### src/core/fcsp_consts.vh
// constants for the flash card host strobe port
`ifndef FCSP_CONSTS_VH
`define FCSP_CONSTS_VH

// ------------------------------------------------------------
// interface modes
// ------------------------------------------------------------
`define FCSP_MODE_MEM     2'h0
`define FCSP_MODE_IO      2'h1
`define FCSP_MODE_ATA     2'h2

// ------------------------------------------------------------
// bus layout
// ------------------------------------------------------------
`define FCSP_DATA_W       16
`define FCSP_LOW_W        8
`define FCSP_ODD_LSB      8
`define FCSP_ADDR_W       11
`define FCSP_TF_ADDR_W    3
`define FCSP_TF_REGS      8
`define FCSP_CFG_REGS     4
`define FCSP_CFG_ADDR_W   2
`define FCSP_FIFO_DEPTH   8

// ------------------------------------------------------------
// reset values
// ------------------------------------------------------------
`define FCSP_REG_RST      16'h0000
`define FCSP_STRB_RST     3'h7

`endif

### src/core/fcsp_fifo.v
// fifo with valid and ready on both sides
`timescale 1ns/10ps

module fcsp_fifo #(
    parameter WIDTH = 16,
    parameter DEPTH = 8,
    parameter AW    = 3
) (
    // clock and reset
    input  wire             clk,
    input  wire             arst_n,
    // fill side
    input  wire             in_valid,
    output wire             in_ready,
    input  wire [WIDTH-1:0] in_data,
    // drain side
    output wire             out_valid,
    input  wire             out_ready,
    output wire [WIDTH-1:0] out_data
);

    reg [WIDTH-1:0] mem [0:DEPTH-1];
    reg [AW-1:0]    wr_ptr;
    reg [AW-1:0]    rd_ptr;
    reg [AW:0]      count;

    wire push = in_valid && in_ready;
    wire pop  = out_valid && out_ready;

    assign in_ready  = (count != DEPTH[AW:0]);
    assign out_valid = (count != {(AW+1){1'b0}});
    assign out_data  = mem[rd_ptr];

    // storage has no reset, only pointers and count do
    always @(posedge clk) begin
        if (push) begin
            mem[wr_ptr] <= in_data;
        end
    end

    // pointers wrap at depth so depth need not be a power of two
    always @(posedge clk or negedge arst_n) begin
        if (!arst_n) begin
            wr_ptr <= {AW{1'b0}};
            rd_ptr <= {AW{1'b0}};
            count  <= {(AW+1){1'b0}};
        end else begin
            if (push) begin
                wr_ptr <= (wr_ptr == DEPTH[AW-1:0] - 1'b1) ? {AW{1'b0}} : wr_ptr + 1'b1;
            end
            if (pop) begin
                rd_ptr <= (rd_ptr == DEPTH[AW-1:0] - 1'b1) ? {AW{1'b0}} : rd_ptr + 1'b1;
            end
            if (push && !pop) begin
                count <= count + 1'b1;
            end else if (pop && !push) begin
                count <= count - 1'b1;
            end
        end
    end

endmodule

### src/core/fcsp_top.v
// card-side host strobe port: mode handling, strobes, task file, write fifo
// How it works
// - in memory mode the battery detect two pin is driven high at all times.
// - in io mode the audio pin is driven high, the card never makes sound.
// - in ata mode the drive active line is two-way, driven low when busy, else sensed.
// - in memory and io mode both card detect pins are low; host needs both low.
// - in ata mode the card detect pins carry no meaning and no logic reads them.
// - the 16-bit bus carries data, bit 0 is even byte lsb and bit 8 odd byte lsb.
// - in ata mode task file access uses the low 8 lines, data transfers all 16.
// - in memory mode the io read and io write strobes are ignored.
// - in io mode data is captured on the rising trailing edge of io write.
// - in io mode the card drives read data while the io read strobe is low.
// - in ata mode io write behaves as in io mode; io read has no config access and drives only the low lines for task file registers.
// - in memory mode write enable writes memory data and configuration registers.
// - in io mode write enable writes configuration only, io write does io registers.
// - in ata mode address bits 2..0 pick one of eight task file registers.
`timescale 1ns/10ps
`include "fcsp_consts.vh"

module fcsp_top #(
    parameter DW    = `FCSP_DATA_W,
    parameter AW    = `FCSP_ADDR_W,
    parameter DEPTH = `FCSP_FIFO_DEPTH
) (
    // clock and reset
    input  wire          CLK,
    input  wire          ARST_N,
    // mode selection, held static by the host
    input  wire [1:0]    MODE,
    // host address and strobes
    input  wire [AW-1:0] ADDR,
    input  wire          REG_SEL_N,
    input  wire          OUTPUT_ENABLE_N,
    input  wire          WRITE_ENABLE_N,
    input  wire          IO_READ_STROBE_N,
    input  wire          IO_WRITE_STROBE_N,
    // data bus, three-signal form
    input  wire [DW-1:0] DATA_IN,
    output reg  [DW-1:0] DATA_OUT,
    output reg  [DW-1:0] DATA_OE,
    // fixed-level status pins
    output reg           CARD_DETECT_ONE_N,
    output reg           CARD_DETECT_TWO_N,
    output reg           BATTERY_DETECT_TWO,
    output reg           AUDIO_OUT_N,
    // drive active / slave present, three-signal form
    input  wire          DRIVE_ACTIVE_SLAVE_PRESENT_N_IN,
    output reg           DRIVE_ACTIVE_SLAVE_PRESENT_N_OUT,
    output reg           DRIVE_ACTIVE_SLAVE_PRESENT_N_OE,
    input  wire          DRIVE_BUSY,
    output reg           OTHER_DRIVE_PRESENT,
    // write stream towards the flash controller
    output wire          WR_VALID,
    input  wire          WR_READY,
    output wire [DW-1:0] WR_DATA,
    output reg           WR_OVERRUN,
    // read data supplied by the flash controller
    input  wire [DW-1:0] RD_DATA
);

    // ------------------------------------------------------------
    // mode decode
    // ------------------------------------------------------------
    wire mode_mem = (MODE == `FCSP_MODE_MEM);
    wire mode_io  = (MODE == `FCSP_MODE_IO);
    wire mode_ata = (MODE == `FCSP_MODE_ATA) && !OUTPUT_ENABLE_N;

    // ------------------------------------------------------------
    // strobe synchronisers: io write, io read, write enable, output enable
    // ------------------------------------------------------------
    reg  [3:0] sync_a;
    reg  [3:0] sync_b;
    reg  [3:0] sync_c;
    wire [3:0] strb_raw = {OUTPUT_ENABLE_N, WRITE_ENABLE_N,
                           IO_READ_STROBE_N, IO_WRITE_STROBE_N};

    // first stage feeds only the second; third stage holds the old level for edges
    always @(posedge CLK or negedge ARST_N) begin
        if (!ARST_N) begin
            sync_a <= 4'hf;
            sync_b <= 4'hf;
            sync_c <= 4'hf;
        end else begin
            sync_a <= strb_raw;
            sync_b <= sync_a;
            sync_c <= sync_b;
        end
    end

    wire io_write_strobe_n_rise = sync_b[0] && !sync_c[0];
    wire we_rise   = sync_b[2] && !sync_c[2];
    wire io_read_strobe_n_low  = !sync_b[1];
    wire oe_low    = !sync_b[3];

    // data and address are held stable by the host around the trailing edge,
    // but two cycles of synchroniser delay mean a slow host is assumed
    reg [DW-1:0] data_hold;
    reg [AW-1:0] addr_hold;
    reg          reg_hold;
    always @(posedge CLK or negedge ARST_N) begin
        if (!ARST_N) begin
            data_hold <= `FCSP_REG_RST;
            addr_hold <= {AW{1'b0}};
            reg_hold  <= 1'b1;
        end else if (!sync_b[0] || !sync_b[2]) begin
            data_hold <= DATA_IN;
            addr_hold <= ADDR;
            reg_hold  <= REG_SEL_N;
        end
    end

    // ------------------------------------------------------------
    // write classification
    // ------------------------------------------------------------
    // io strobes act in io and ata mode only; memory mode drops them
    wire io_active = mode_io || mode_ata;
    wire io_wr     = io_active && io_write_strobe_n_rise;
    // write enable: memory mode any target, io mode config only, ata never
    wire we_ok     = (mode_mem || (mode_io && !reg_hold)) && !mode_ata;
    wire cfg_wr    = we_rise && we_ok && !reg_hold;
    wire mem_wr    = we_rise && mode_mem && reg_hold;
    // in ata mode address 0 is the 16-bit data port, the rest are byte registers
    wire [`FCSP_TF_ADDR_W-1:0] tf_idx = addr_hold[`FCSP_TF_ADDR_W-1:0];
    wire data_port = (tf_idx == 3'h0);
    wire tf_wr     = io_wr && !data_port;
    wire stream_wr = (io_wr && data_port) || mem_wr;

    // ------------------------------------------------------------
    // task file and configuration registers
    // ------------------------------------------------------------
    reg [`FCSP_LOW_W-1:0] task_file [0:`FCSP_TF_REGS-1];
    reg [DW-1:0]          cfg_reg   [0:`FCSP_CFG_REGS-1];
    integer i;

    // task file writes only store the even byte on the low lines; config writes store all 16
    always @(posedge CLK or negedge ARST_N) begin
        if (!ARST_N) begin
            for (i = 0; i < `FCSP_TF_REGS; i = i + 1) begin
                task_file[i] <= 8'h00;
            end
            for (i = 0; i < `FCSP_CFG_REGS; i = i + 1) begin
                cfg_reg[i] <= `FCSP_REG_RST;
            end
        end else begin
            if (tf_wr) begin
                task_file[tf_idx] <= data_hold[`FCSP_LOW_W-1:0];
            end
            if (cfg_wr) begin
                cfg_reg[addr_hold[`FCSP_CFG_ADDR_W-1:0]] <= data_hold;
            end
        end
    end

    // ------------------------------------------------------------
    // write stream fifo
    // ------------------------------------------------------------
    wire fifo_in_ready;
    fcsp_fifo #(
        .WIDTH (DW),
        .DEPTH (DEPTH),
        .AW    (3)
    ) u_fifo (
        .clk       (CLK),
        .arst_n    (ARST_N),
        .in_valid  (stream_wr),
        .in_ready  (fifo_in_ready),
        .in_data   (data_hold),
        .out_valid (WR_VALID),
        .out_ready (WR_READY),
        .out_data  (WR_DATA)
    );

    // a strobe cannot be held off, so a full fifo is flagged sticky until reset
    always @(posedge CLK or negedge ARST_N) begin
        if (!ARST_N) begin
            WR_OVERRUN <= 1'b0;
        end else if (stream_wr && !fifo_in_ready) begin
            WR_OVERRUN <= 1'b1;
        end
    end

    // ------------------------------------------------------------
    // read path
    // ------------------------------------------------------------
    reg [DW-1:0] next_rd_word;
    reg          next_drive;
    always @* begin
        next_rd_word = RD_DATA;
        next_drive   = 1'b0;
        if (io_active && io_read_strobe_n_low) begin
            next_drive = 1'b1;
            if (!REG_SEL_N && mode_io) begin
                next_rd_word = cfg_reg[ADDR[`FCSP_CFG_ADDR_W-1:0]];
            end else if (ADDR[`FCSP_TF_ADDR_W-1:0] != 3'h0) begin
                // io writes land in the task file in io mode too, so reads must see them
                next_rd_word = {8'h00, task_file[ADDR[`FCSP_TF_ADDR_W-1:0]]};
            end
        end else if (!io_active && oe_low) begin
            next_drive = 1'b1;
            if (!REG_SEL_N) begin
                next_rd_word = cfg_reg[ADDR[`FCSP_CFG_ADDR_W-1:0]];
            end
        end
    end

    // in ata task file reads only the low lines are driven
    always @(posedge CLK or negedge ARST_N) begin
        if (!ARST_N) begin
            DATA_OUT <= `FCSP_REG_RST;
            DATA_OE  <= {DW{1'b0}};
        end else begin
            DATA_OUT <= next_rd_word;
            if (!next_drive) begin
                DATA_OE <= {DW{1'b0}};
            end else if (mode_ata && ADDR[`FCSP_TF_ADDR_W-1:0] != 3'h0) begin
                DATA_OE <= 16'h00ff;
            end else begin
                DATA_OE <= {DW{1'b1}};
            end
        end
    end

    // ------------------------------------------------------------
    // fixed-level pins and drive active line
    // ------------------------------------------------------------
    // ata mode drives card detect high; nothing inside reads them
    always @(posedge CLK or negedge ARST_N) begin
        if (!ARST_N) begin
            CARD_DETECT_ONE_N                <= 1'b0;
            CARD_DETECT_TWO_N                <= 1'b0;
            BATTERY_DETECT_TWO               <= 1'b1;
            AUDIO_OUT_N                      <= 1'b1;
            DRIVE_ACTIVE_SLAVE_PRESENT_N_OUT <= 1'b0;
            DRIVE_ACTIVE_SLAVE_PRESENT_N_OE  <= 1'b0;
            OTHER_DRIVE_PRESENT              <= 1'b0;
        end else begin
            CARD_DETECT_ONE_N  <= mode_ata;
            CARD_DETECT_TWO_N  <= mode_ata;
            BATTERY_DETECT_TWO <= 1'b1;
            AUDIO_OUT_N        <= 1'b1;
            DRIVE_ACTIVE_SLAVE_PRESENT_N_OUT <= 1'b0;
            // open-drain style: pull low while busy, else listen for the other drive
            DRIVE_ACTIVE_SLAVE_PRESENT_N_OE  <= mode_ata && DRIVE_BUSY;
            OTHER_DRIVE_PRESENT <= mode_ata && !DRIVE_BUSY
                                   && !DRIVE_ACTIVE_SLAVE_PRESENT_N_IN;
        end
    end

endmodule

### config.mk
export PLATFORM = sky130hd
export DESIGN_NAME = fcsp_top
export DESIGN_NICKNAME = d
export VERILOG_FILES = /design/src/core/fcsp_fifo.v /design/src/core/fcsp_top.v
export VERILOG_INCLUDE_DIRS = /design/src /design/src/core
export SDC_FILE = /design/constraint.sdc
export NUM_CORES = 1
export LEC_CHECK = 0
export BUFFER_PORTS_ARGS = -buffer_cell sky130_fd_sc_hd__buf_2
export CORE_MARGIN = 1.5
export CORE_UTILIZATION = 64
export CTS_CLUSTER_SIZE = 28
export DETAILED_ROUTE_END_ITERATION = 10
export HOLD_SLACK_MARGIN = 0.1
export PLACE_DENSITY = 0.93
export REMOVE_ABC_BUFFERS = 1
export SLEW_MARGIN = 20
export SYNTH_ARGS = -nofsm -noshare
export SYNTH_HDL_FRONTEND = slang
export SYNTH_SLANG_ARGS = --single-unit
### constraint.sdc
create_clock -name CLK -period 11.7 [get_ports CLK]
set_clock_uncertainty 0.2 [all_clocks]
set_input_delay 1.17 -clock CLK [delete_from_list [all_inputs] [get_ports CLK]]
set_output_delay 1.17 -clock CLK [all_outputs]
set_load 0.01 [all_outputs]
==> report_table.html <==
<table>
<tr><th>Metric</th><th>Value</th></tr>
<tr><th colspan="2">CTS</th></tr>
<tr><td>CTS tree</td><td>done</td></tr>
<tr><td>Number of CTS-inserted buffers</td><td>30</td></tr>
<tr><td>Clock sink count</td><td>310</td></tr>
<tr><td>Post-CTS resize count</td><td>0</td></tr>
<tr><td>Htree depth</td><td>1</td></tr>
<tr><td>Root buffer selected by CTS</td><td>sky130_fd_sc_hd__clkbuf_16</td></tr>
<tr><td>Count of hold buffers inserted by post-cts repair</td><td>0</td></tr>
<tr><td>Later-pin clock latency in the skew report</td><td>0.55 ns</td></tr>
<tr><td>Clk buf depth</td><td>3</td></tr>
<tr><td>Clock transition at the registers of the reported paths</td><td>0.06 ns</td></tr>
<tr><td>Setup repair bufs after CTS</td><td>0</td></tr>
<tr><th colspan="2">Yosys</th></tr>
<tr><td>Synthesis Warnings</td><td>0</td></tr>
<tr><td>Synthesized cell area</td><td>0.01297 mm^2</td></tr>
<tr><td>Post-synthesis simple-gate area fraction</td><td>3.396%</td></tr>
<tr><td>Cell variety after synth</td><td>55</td></tr>
<tr><td>Share of the yosys chip area belonging to registers</td><td>64.86%</td></tr>
<tr><td>Share of synthesized registers carrying an async set or reset</td><td>58.71%</td></tr>
<tr><td>Share of the synthesized area in compound gates (AO/OA/AOI/OAI)</td><td>2.296%</td></tr>
<tr><td>Post-synthesis adder-cell area fraction</td><td>0.8296%</td></tr>
<tr><td>Number of synthesized register bits</td><td>310</td></tr>
<tr><td>Combinational family with the most area after synthesis</td><td>multiplexers</td></tr>
<tr><td>Share of cell area taken by muxes after synthesis</td><td>25.49%</td></tr>
<tr><td>Gate count of the mapped netlist</td><td>735</td></tr>
<tr><td>Xor-xnor portion of the synthesized cell area</td><td>0.1351%</td></tr>
<tr><td>Flip-flop cell with the highest count after synthesis</td><td>sky130_fd_sc_hd__dfrtp_1</td></tr>
<tr><td>Mapped Avg Cell Area</td><td>17.65 um^2</td></tr>
<tr><td>Number of enable-type register cells in the synthesized netlist</td><td>128</td></tr>
<tr><th colspan="2">Cells and area</th></tr>
<tr><td>Max FFs per register</td><td>128</td></tr>
<tr><td>Final core utilization</td><td>74.38%</td></tr>
<tr><td>Fin nets</td><td>886</td></tr>
<tr><td>Count of inserted antenna diode cells</td><td>0</td></tr>
<tr><td>Layout cells sized above 1</td><td>48.52%</td></tr>
<tr><td>Layout-stage area growth over the synthesis result</td><td>12.71%</td></tr>
<tr><th colspan="2">Timing</th></tr>
<tr><td>Setup total negative slack</td><td>0 ns</td></tr>
<tr><td>Share of the clock period used by the worst path</td><td>32.87%</td></tr>
<tr><td>Number of max-slew violations in the final report</td><td>0</td></tr>
<tr><td>Endpoints failing hold</td><td>0</td></tr>
<tr><td>Relative slew margins</td><td>21.66%</td></tr>
<tr><td>Setup violation total in the final timing report</td><td>0</td></tr>
<tr><td>Setup repair after global routing missed its margin</td><td>no</td></tr>
<tr><td>Worst path setup slack after routing</td><td>7.854 ns</td></tr>
<tr><td>Highest attainable clock frequency</td><td>260.0 MHz</td></tr>
<tr><td>Final worst path period need</td><td>3.846 ns</td></tr>
<tr><td>Worst-margin pin slew</td><td>1.172 ns</td></tr>
<tr><th colspan="2">Place</th></tr>
<tr><td>Worst slack, placed</td><td>7.373 ns</td></tr>
<tr><td>Count of input and output buffers</td><td>100</td></tr>
<tr><td>Weighted congestion at the end of routability-driven global placement</td><td>0.7958</td></tr>
<tr><td>Post-detail-place hpwl</td><td>16,640 um</td></tr>
<tr><th colspan="2">Drt</th></tr>
<tr><td>Antenna viol nets, final</td><td>0</td></tr>
<tr><td>DR vias</td><td>7,060</td></tr>
<tr><td>Initial DRT Pass Iterations</td><td>7</td></tr>
<tr><td>Average wire per cell in the routed design</td><td>24.94 um</td></tr>
<tr><td>DRC violation count after routing</td><td>0</td></tr>
<tr><td>Routed via count divided by cell count</td><td>6.349</td></tr>
<tr><td>Post-Route WL</td><td>27,740 um</td></tr>
<tr><td>Drt first-iter violations</td><td>551</td></tr>
<tr><th colspan="2">Pwr</th></tr>
<tr><td>Static power due to leakage</td><td>5.963 nW</td></tr>
<tr><td>Power per Cell Area</td><td>203.1 mW/mm^2</td></tr>
<tr><td>Part of the power in combinational logic</td><td>20.0%</td></tr>
<tr><td>Cell-internal power</td><td>2.172 mW</td></tr>
<tr><td>Net Switching</td><td>797.4 uW</td></tr>
<tr><td>VDD IR max</td><td>161.7 uV</td></tr>
<tr><td>Overall power after layout</td><td>2.969 mW</td></tr>
<tr><td>Portion of total power attributed to the clock network</td><td>31.2%</td></tr>
<tr><td>Sequential share of power</td><td>48.7%</td></tr>
<tr><td>Net switching share of the total power</td><td>26.86%</td></tr>
<tr><th colspan="2">Run status</th></tr>
<tr><td>Run status</td><td>finished, final reports clean</td></tr>
<tr><th colspan="2">Die</th></tr>
<tr><td>DIE HEIGHT</td><td>145.4 um</td></tr>
<tr><td>Core outline area</td><td>0.01965 mm^2</td></tr>
<tr><td>Number of rows created at floorplan</td><td>51</td></tr>
<tr><td>Die Footprint</td><td>0.02113 mm^2</td></tr>
<tr><td>Overall die width</td><td>145.4 um</td></tr>
<tr><td>Number of top-level design ports</td><td>112</td></tr>
<tr><td>Starting density of the core</td><td>65.99%</td></tr>
<tr><th colspan="2">Flow run</th></tr>
<tr><td>MaxCap Viol Count</td><td>0</td></tr>
<tr><th colspan="2">Global route</th></tr>
<tr><td>Maximum number of pins on one net before global-route repair</td><td>111</td></tr>
<tr><td>All-layer global routing usage</td><td>27.04%</td></tr>
<tr><td>Number of global-route vias before repair</td><td>7,807</td></tr>
<tr><td>First-pass GRT wire length</td><td>43,900 um</td></tr>
<tr><td>Overflow left after global routing</td><td>0</td></tr>
<tr><td>Met3 track utilization from global routing</td><td>4.044%</td></tr>
<tr><td>Antenna violations before repair</td><td>1</td></tr>
<tr><td>M2 GR Usage</td><td>46.79%</td></tr>
<tr><td>Most Used Layer, Global Route</td><td>met2</td></tr>
<tr><td>Grt met1 use</td><td>35.14%</td></tr>
<tr><th colspan="2">Hold path</th></tr>
<tr><td>Hold path depth</td><td>0</td></tr>
<tr><td>Type of the tightest min-delay check</td><td>reg -&gt; reg</td></tr>
<tr><th colspan="2">Worst setup path</th></tr>
<tr><td>Required time of the critical path</td><td>11.92 ns</td></tr>
<tr><td>Highest cell delay on the worst timing path</td><td>0.54 ns</td></tr>
<tr><td>Cells on worst reg2reg path</td><td>11</td></tr>
<tr><td>Levels on crit path</td><td>12</td></tr>
<tr><td>Category of cells accounting for the largest share of critical-path delay</td><td>compound AO/OA/AOI/OAI gates</td></tr>
<tr><td>Category of the critical setup timing path</td><td>in -&gt; reg</td></tr>
<tr><td>Type of destination of the critical path</td><td>flip-flop</td></tr>
<tr><td>Worst setup slack for register-to-register paths</td><td>8.19 ns</td></tr>
<tr><td>Cells traversed along the worst timing path</td><td>buf_2 &gt; or3b_1 &gt; a21oi_1 &gt; a31oi_1 &gt; buf_4 &gt; inv_1 &gt; ha_1 &gt; inv_1 &gt; ha_1 &gt; a21o_1 &gt; a2111oi_0 &gt; o31ai_1</td></tr>
<tr><td>Buffers and inverters on the worst path</td><td>4</td></tr>
<tr><td>Slowest-stage cell, CP</td><td>sky130_fd_sc_hd__or3b_1</td></tr>
<tr><td>Highest net fanout along the worst path</td><td>12</td></tr>
<tr><td>Worst EP arrival</td><td>4.07 ns</td></tr>
<tr><td>Startpoint class of the critical path</td><td>input port</td></tr>
</table>
[cell families after synthesis]
| family | after synthesis |
|---|---|
| compound gates | 43 |
| xor+xnor | 2 |
| fa+ha+maj | 8 |
| buf+inv | 75 |
| flops | 310 |
| mux | 227 |
| other cells | 2 |
| simple gates | 68 |
[worst paths after layout]
check,to,from
max in group asynchronous,u_fifo.rd_ptr[0],ARST_N
setup / recovery,u_fifo.count[3],MODE[0]
hold reg to reg,sync_b[1],sync_a[1]
setup reg to reg,u_fifo.count[3],u_fifo.count[0]
min in group asynchronous,task_file[40],ARST_N
hold / removal,sync_b[1],sync_a[1]
[cells in the final DEF, fill, tap and decap left out, types with 3 or more instances in the layout]
master                      Yosys  final
sky130_fd_sc_hd__a21oi_1        5      5
sky130_fd_sc_hd__a22oi_1        8      8
sky130_fd_sc_hd__and2_1         3      3
sky130_fd_sc_hd__buf_2         10     99
sky130_fd_sc_hd__buf_4         18     15
sky130_fd_sc_hd__clkbuf_1      29      9
sky130_fd_sc_hd__clkbuf_16      0     32
sky130_fd_sc_hd__clkbuf_8       0      6
sky130_fd_sc_hd__clkinv_1       0      5
sky130_fd_sc_hd__clkinv_2       0      3
sky130_fd_sc_hd__conb_1         2      3
sky130_fd_sc_hd__dfrtp_1      171    170
sky130_fd_sc_hd__dfstp_2       11     11
sky130_fd_sc_hd__edfxtp_1     128    128
sky130_fd_sc_hd__ha_1           7      7
sky130_fd_sc_hd__inv_1         14     14
sky130_fd_sc_hd__mux2_2       154    154
sky130_fd_sc_hd__mux2_4         8      8
sky130_fd_sc_hd__mux4_2        64     64
sky130_fd_sc_hd__nand2_1        8      8
sky130_fd_sc_hd__nand2b_1      10     10
sky130_fd_sc_hd__nand3_1       12     12
sky130_fd_sc_hd__nand3b_1       4      4
sky130_fd_sc_hd__nor3_1         8      6
sky130_fd_sc_hd__nor4_2         1      5
sky130_fd_sc_hd__o21ai_0       10     10
sky130_fd_sc_hd__o2bb2ai_1      8      8
[synthesized netlist by cell type, types with 2 or more instances]
master	instances	share of area, %
sky130_fd_sc_hd__nor4_1	4	0.19
sky130_fd_sc_hd__edfxtp_1	128	30
sky130_fd_sc_hd__dfstp_2	11	2.2
sky130_fd_sc_hd__clkbuf_1	29	0.84
sky130_fd_sc_hd__xnor2_1	2	0.14
sky130_fd_sc_hd__a21oi_1	5	0.19
sky130_fd_sc_hd__o21ai_0	10	0.39
sky130_fd_sc_hd__a21o_1	2	0.12
sky130_fd_sc_hd__a211oi_1	2	0.12
sky130_fd_sc_hd__a22oi_1	8	0.46
sky130_fd_sc_hd__buf_2	10	0.39
sky130_fd_sc_hd__ha_1	7	0.68
sky130_fd_sc_hd__o2bb2ai_1	8	0.54
sky130_fd_sc_hd__and2_1	3	0.14
sky130_fd_sc_hd__dfrtp_1	171	33
sky130_fd_sc_hd__nor3_1	8	0.31
sky130_fd_sc_hd__mux2_4	8	0.93
sky130_fd_sc_hd__buf_4	18	1.0
sky130_fd_sc_hd__nand2_1	8	0.23
sky130_fd_sc_hd__mux4_2	64	11
sky130_fd_sc_hd__inv_1	14	0.41
sky130_fd_sc_hd__nand3b_1	4	0.23
sky130_fd_sc_hd__conb_1	2	0.058
sky130_fd_sc_hd__nor4b_1	2	0.14
sky130_fd_sc_hd__buf_6	2	0.17
sky130_fd_sc_hd__nand2b_1	10	0.48
sky130_fd_sc_hd__nor2_1	2	0.058
sky130_fd_sc_hd__nor3b_1	2	0.12
sky130_fd_sc_hd__mux2_2	154	13
sky130_fd_sc_hd__nand3_1	12	0.46
[metrics by stage]
| stage | hold slack [ns] | instances | instance area [um^2] |
|---|---|---|---|
| floorplan | 0.1452 | 676 | 12650 |
| detailed placement | 0.1472 | 1056 | 13660 |
| global placement | 0.1461 | 1056 | 13650 |
| finish | 0.1542 | 1112 | 14620 |
| CTS | 0.1556 | 1112 | 14620 |
| global route | 0.1584 | 1112 | 14620 |
[power by group through the flow]
stage / clock network [mW] / logic (mW) / registers, mW
2_1_floorplan: 0 / 0.406 / 1.42
3_3_place_gp: 0 / 0.555 / 1.43
3_5_place_dp: 0 / 0.591 / 1.46
4_1_cts: 0.933 / 0.600 / 1.44
5_1_grt: 0.981 / 0.638 / 1.47
6_report: 0.927 / 0.595 / 1.45
[cell type report]
type | count | area, um^2
timing repair buffer | 115 | 619.3
tap | 265 | 331.6
clock buffer | 48 | 924.6
clock inverter | 8 | 33.78
fill | 1082 | 5035
inverter | 15 | 61.31
sequential | 310 | 8416
multi-input combinational | 351 | 4233
[metal layers]
layer | vias up | routed length, um
met5 | - | 0
met3 | 61 | 1637
met2 | 292 | 14620
met4 | 0 | 799
met1 | 3740 | 10680
li1 | 2967 | -
(Power assumes the default switching activity.)
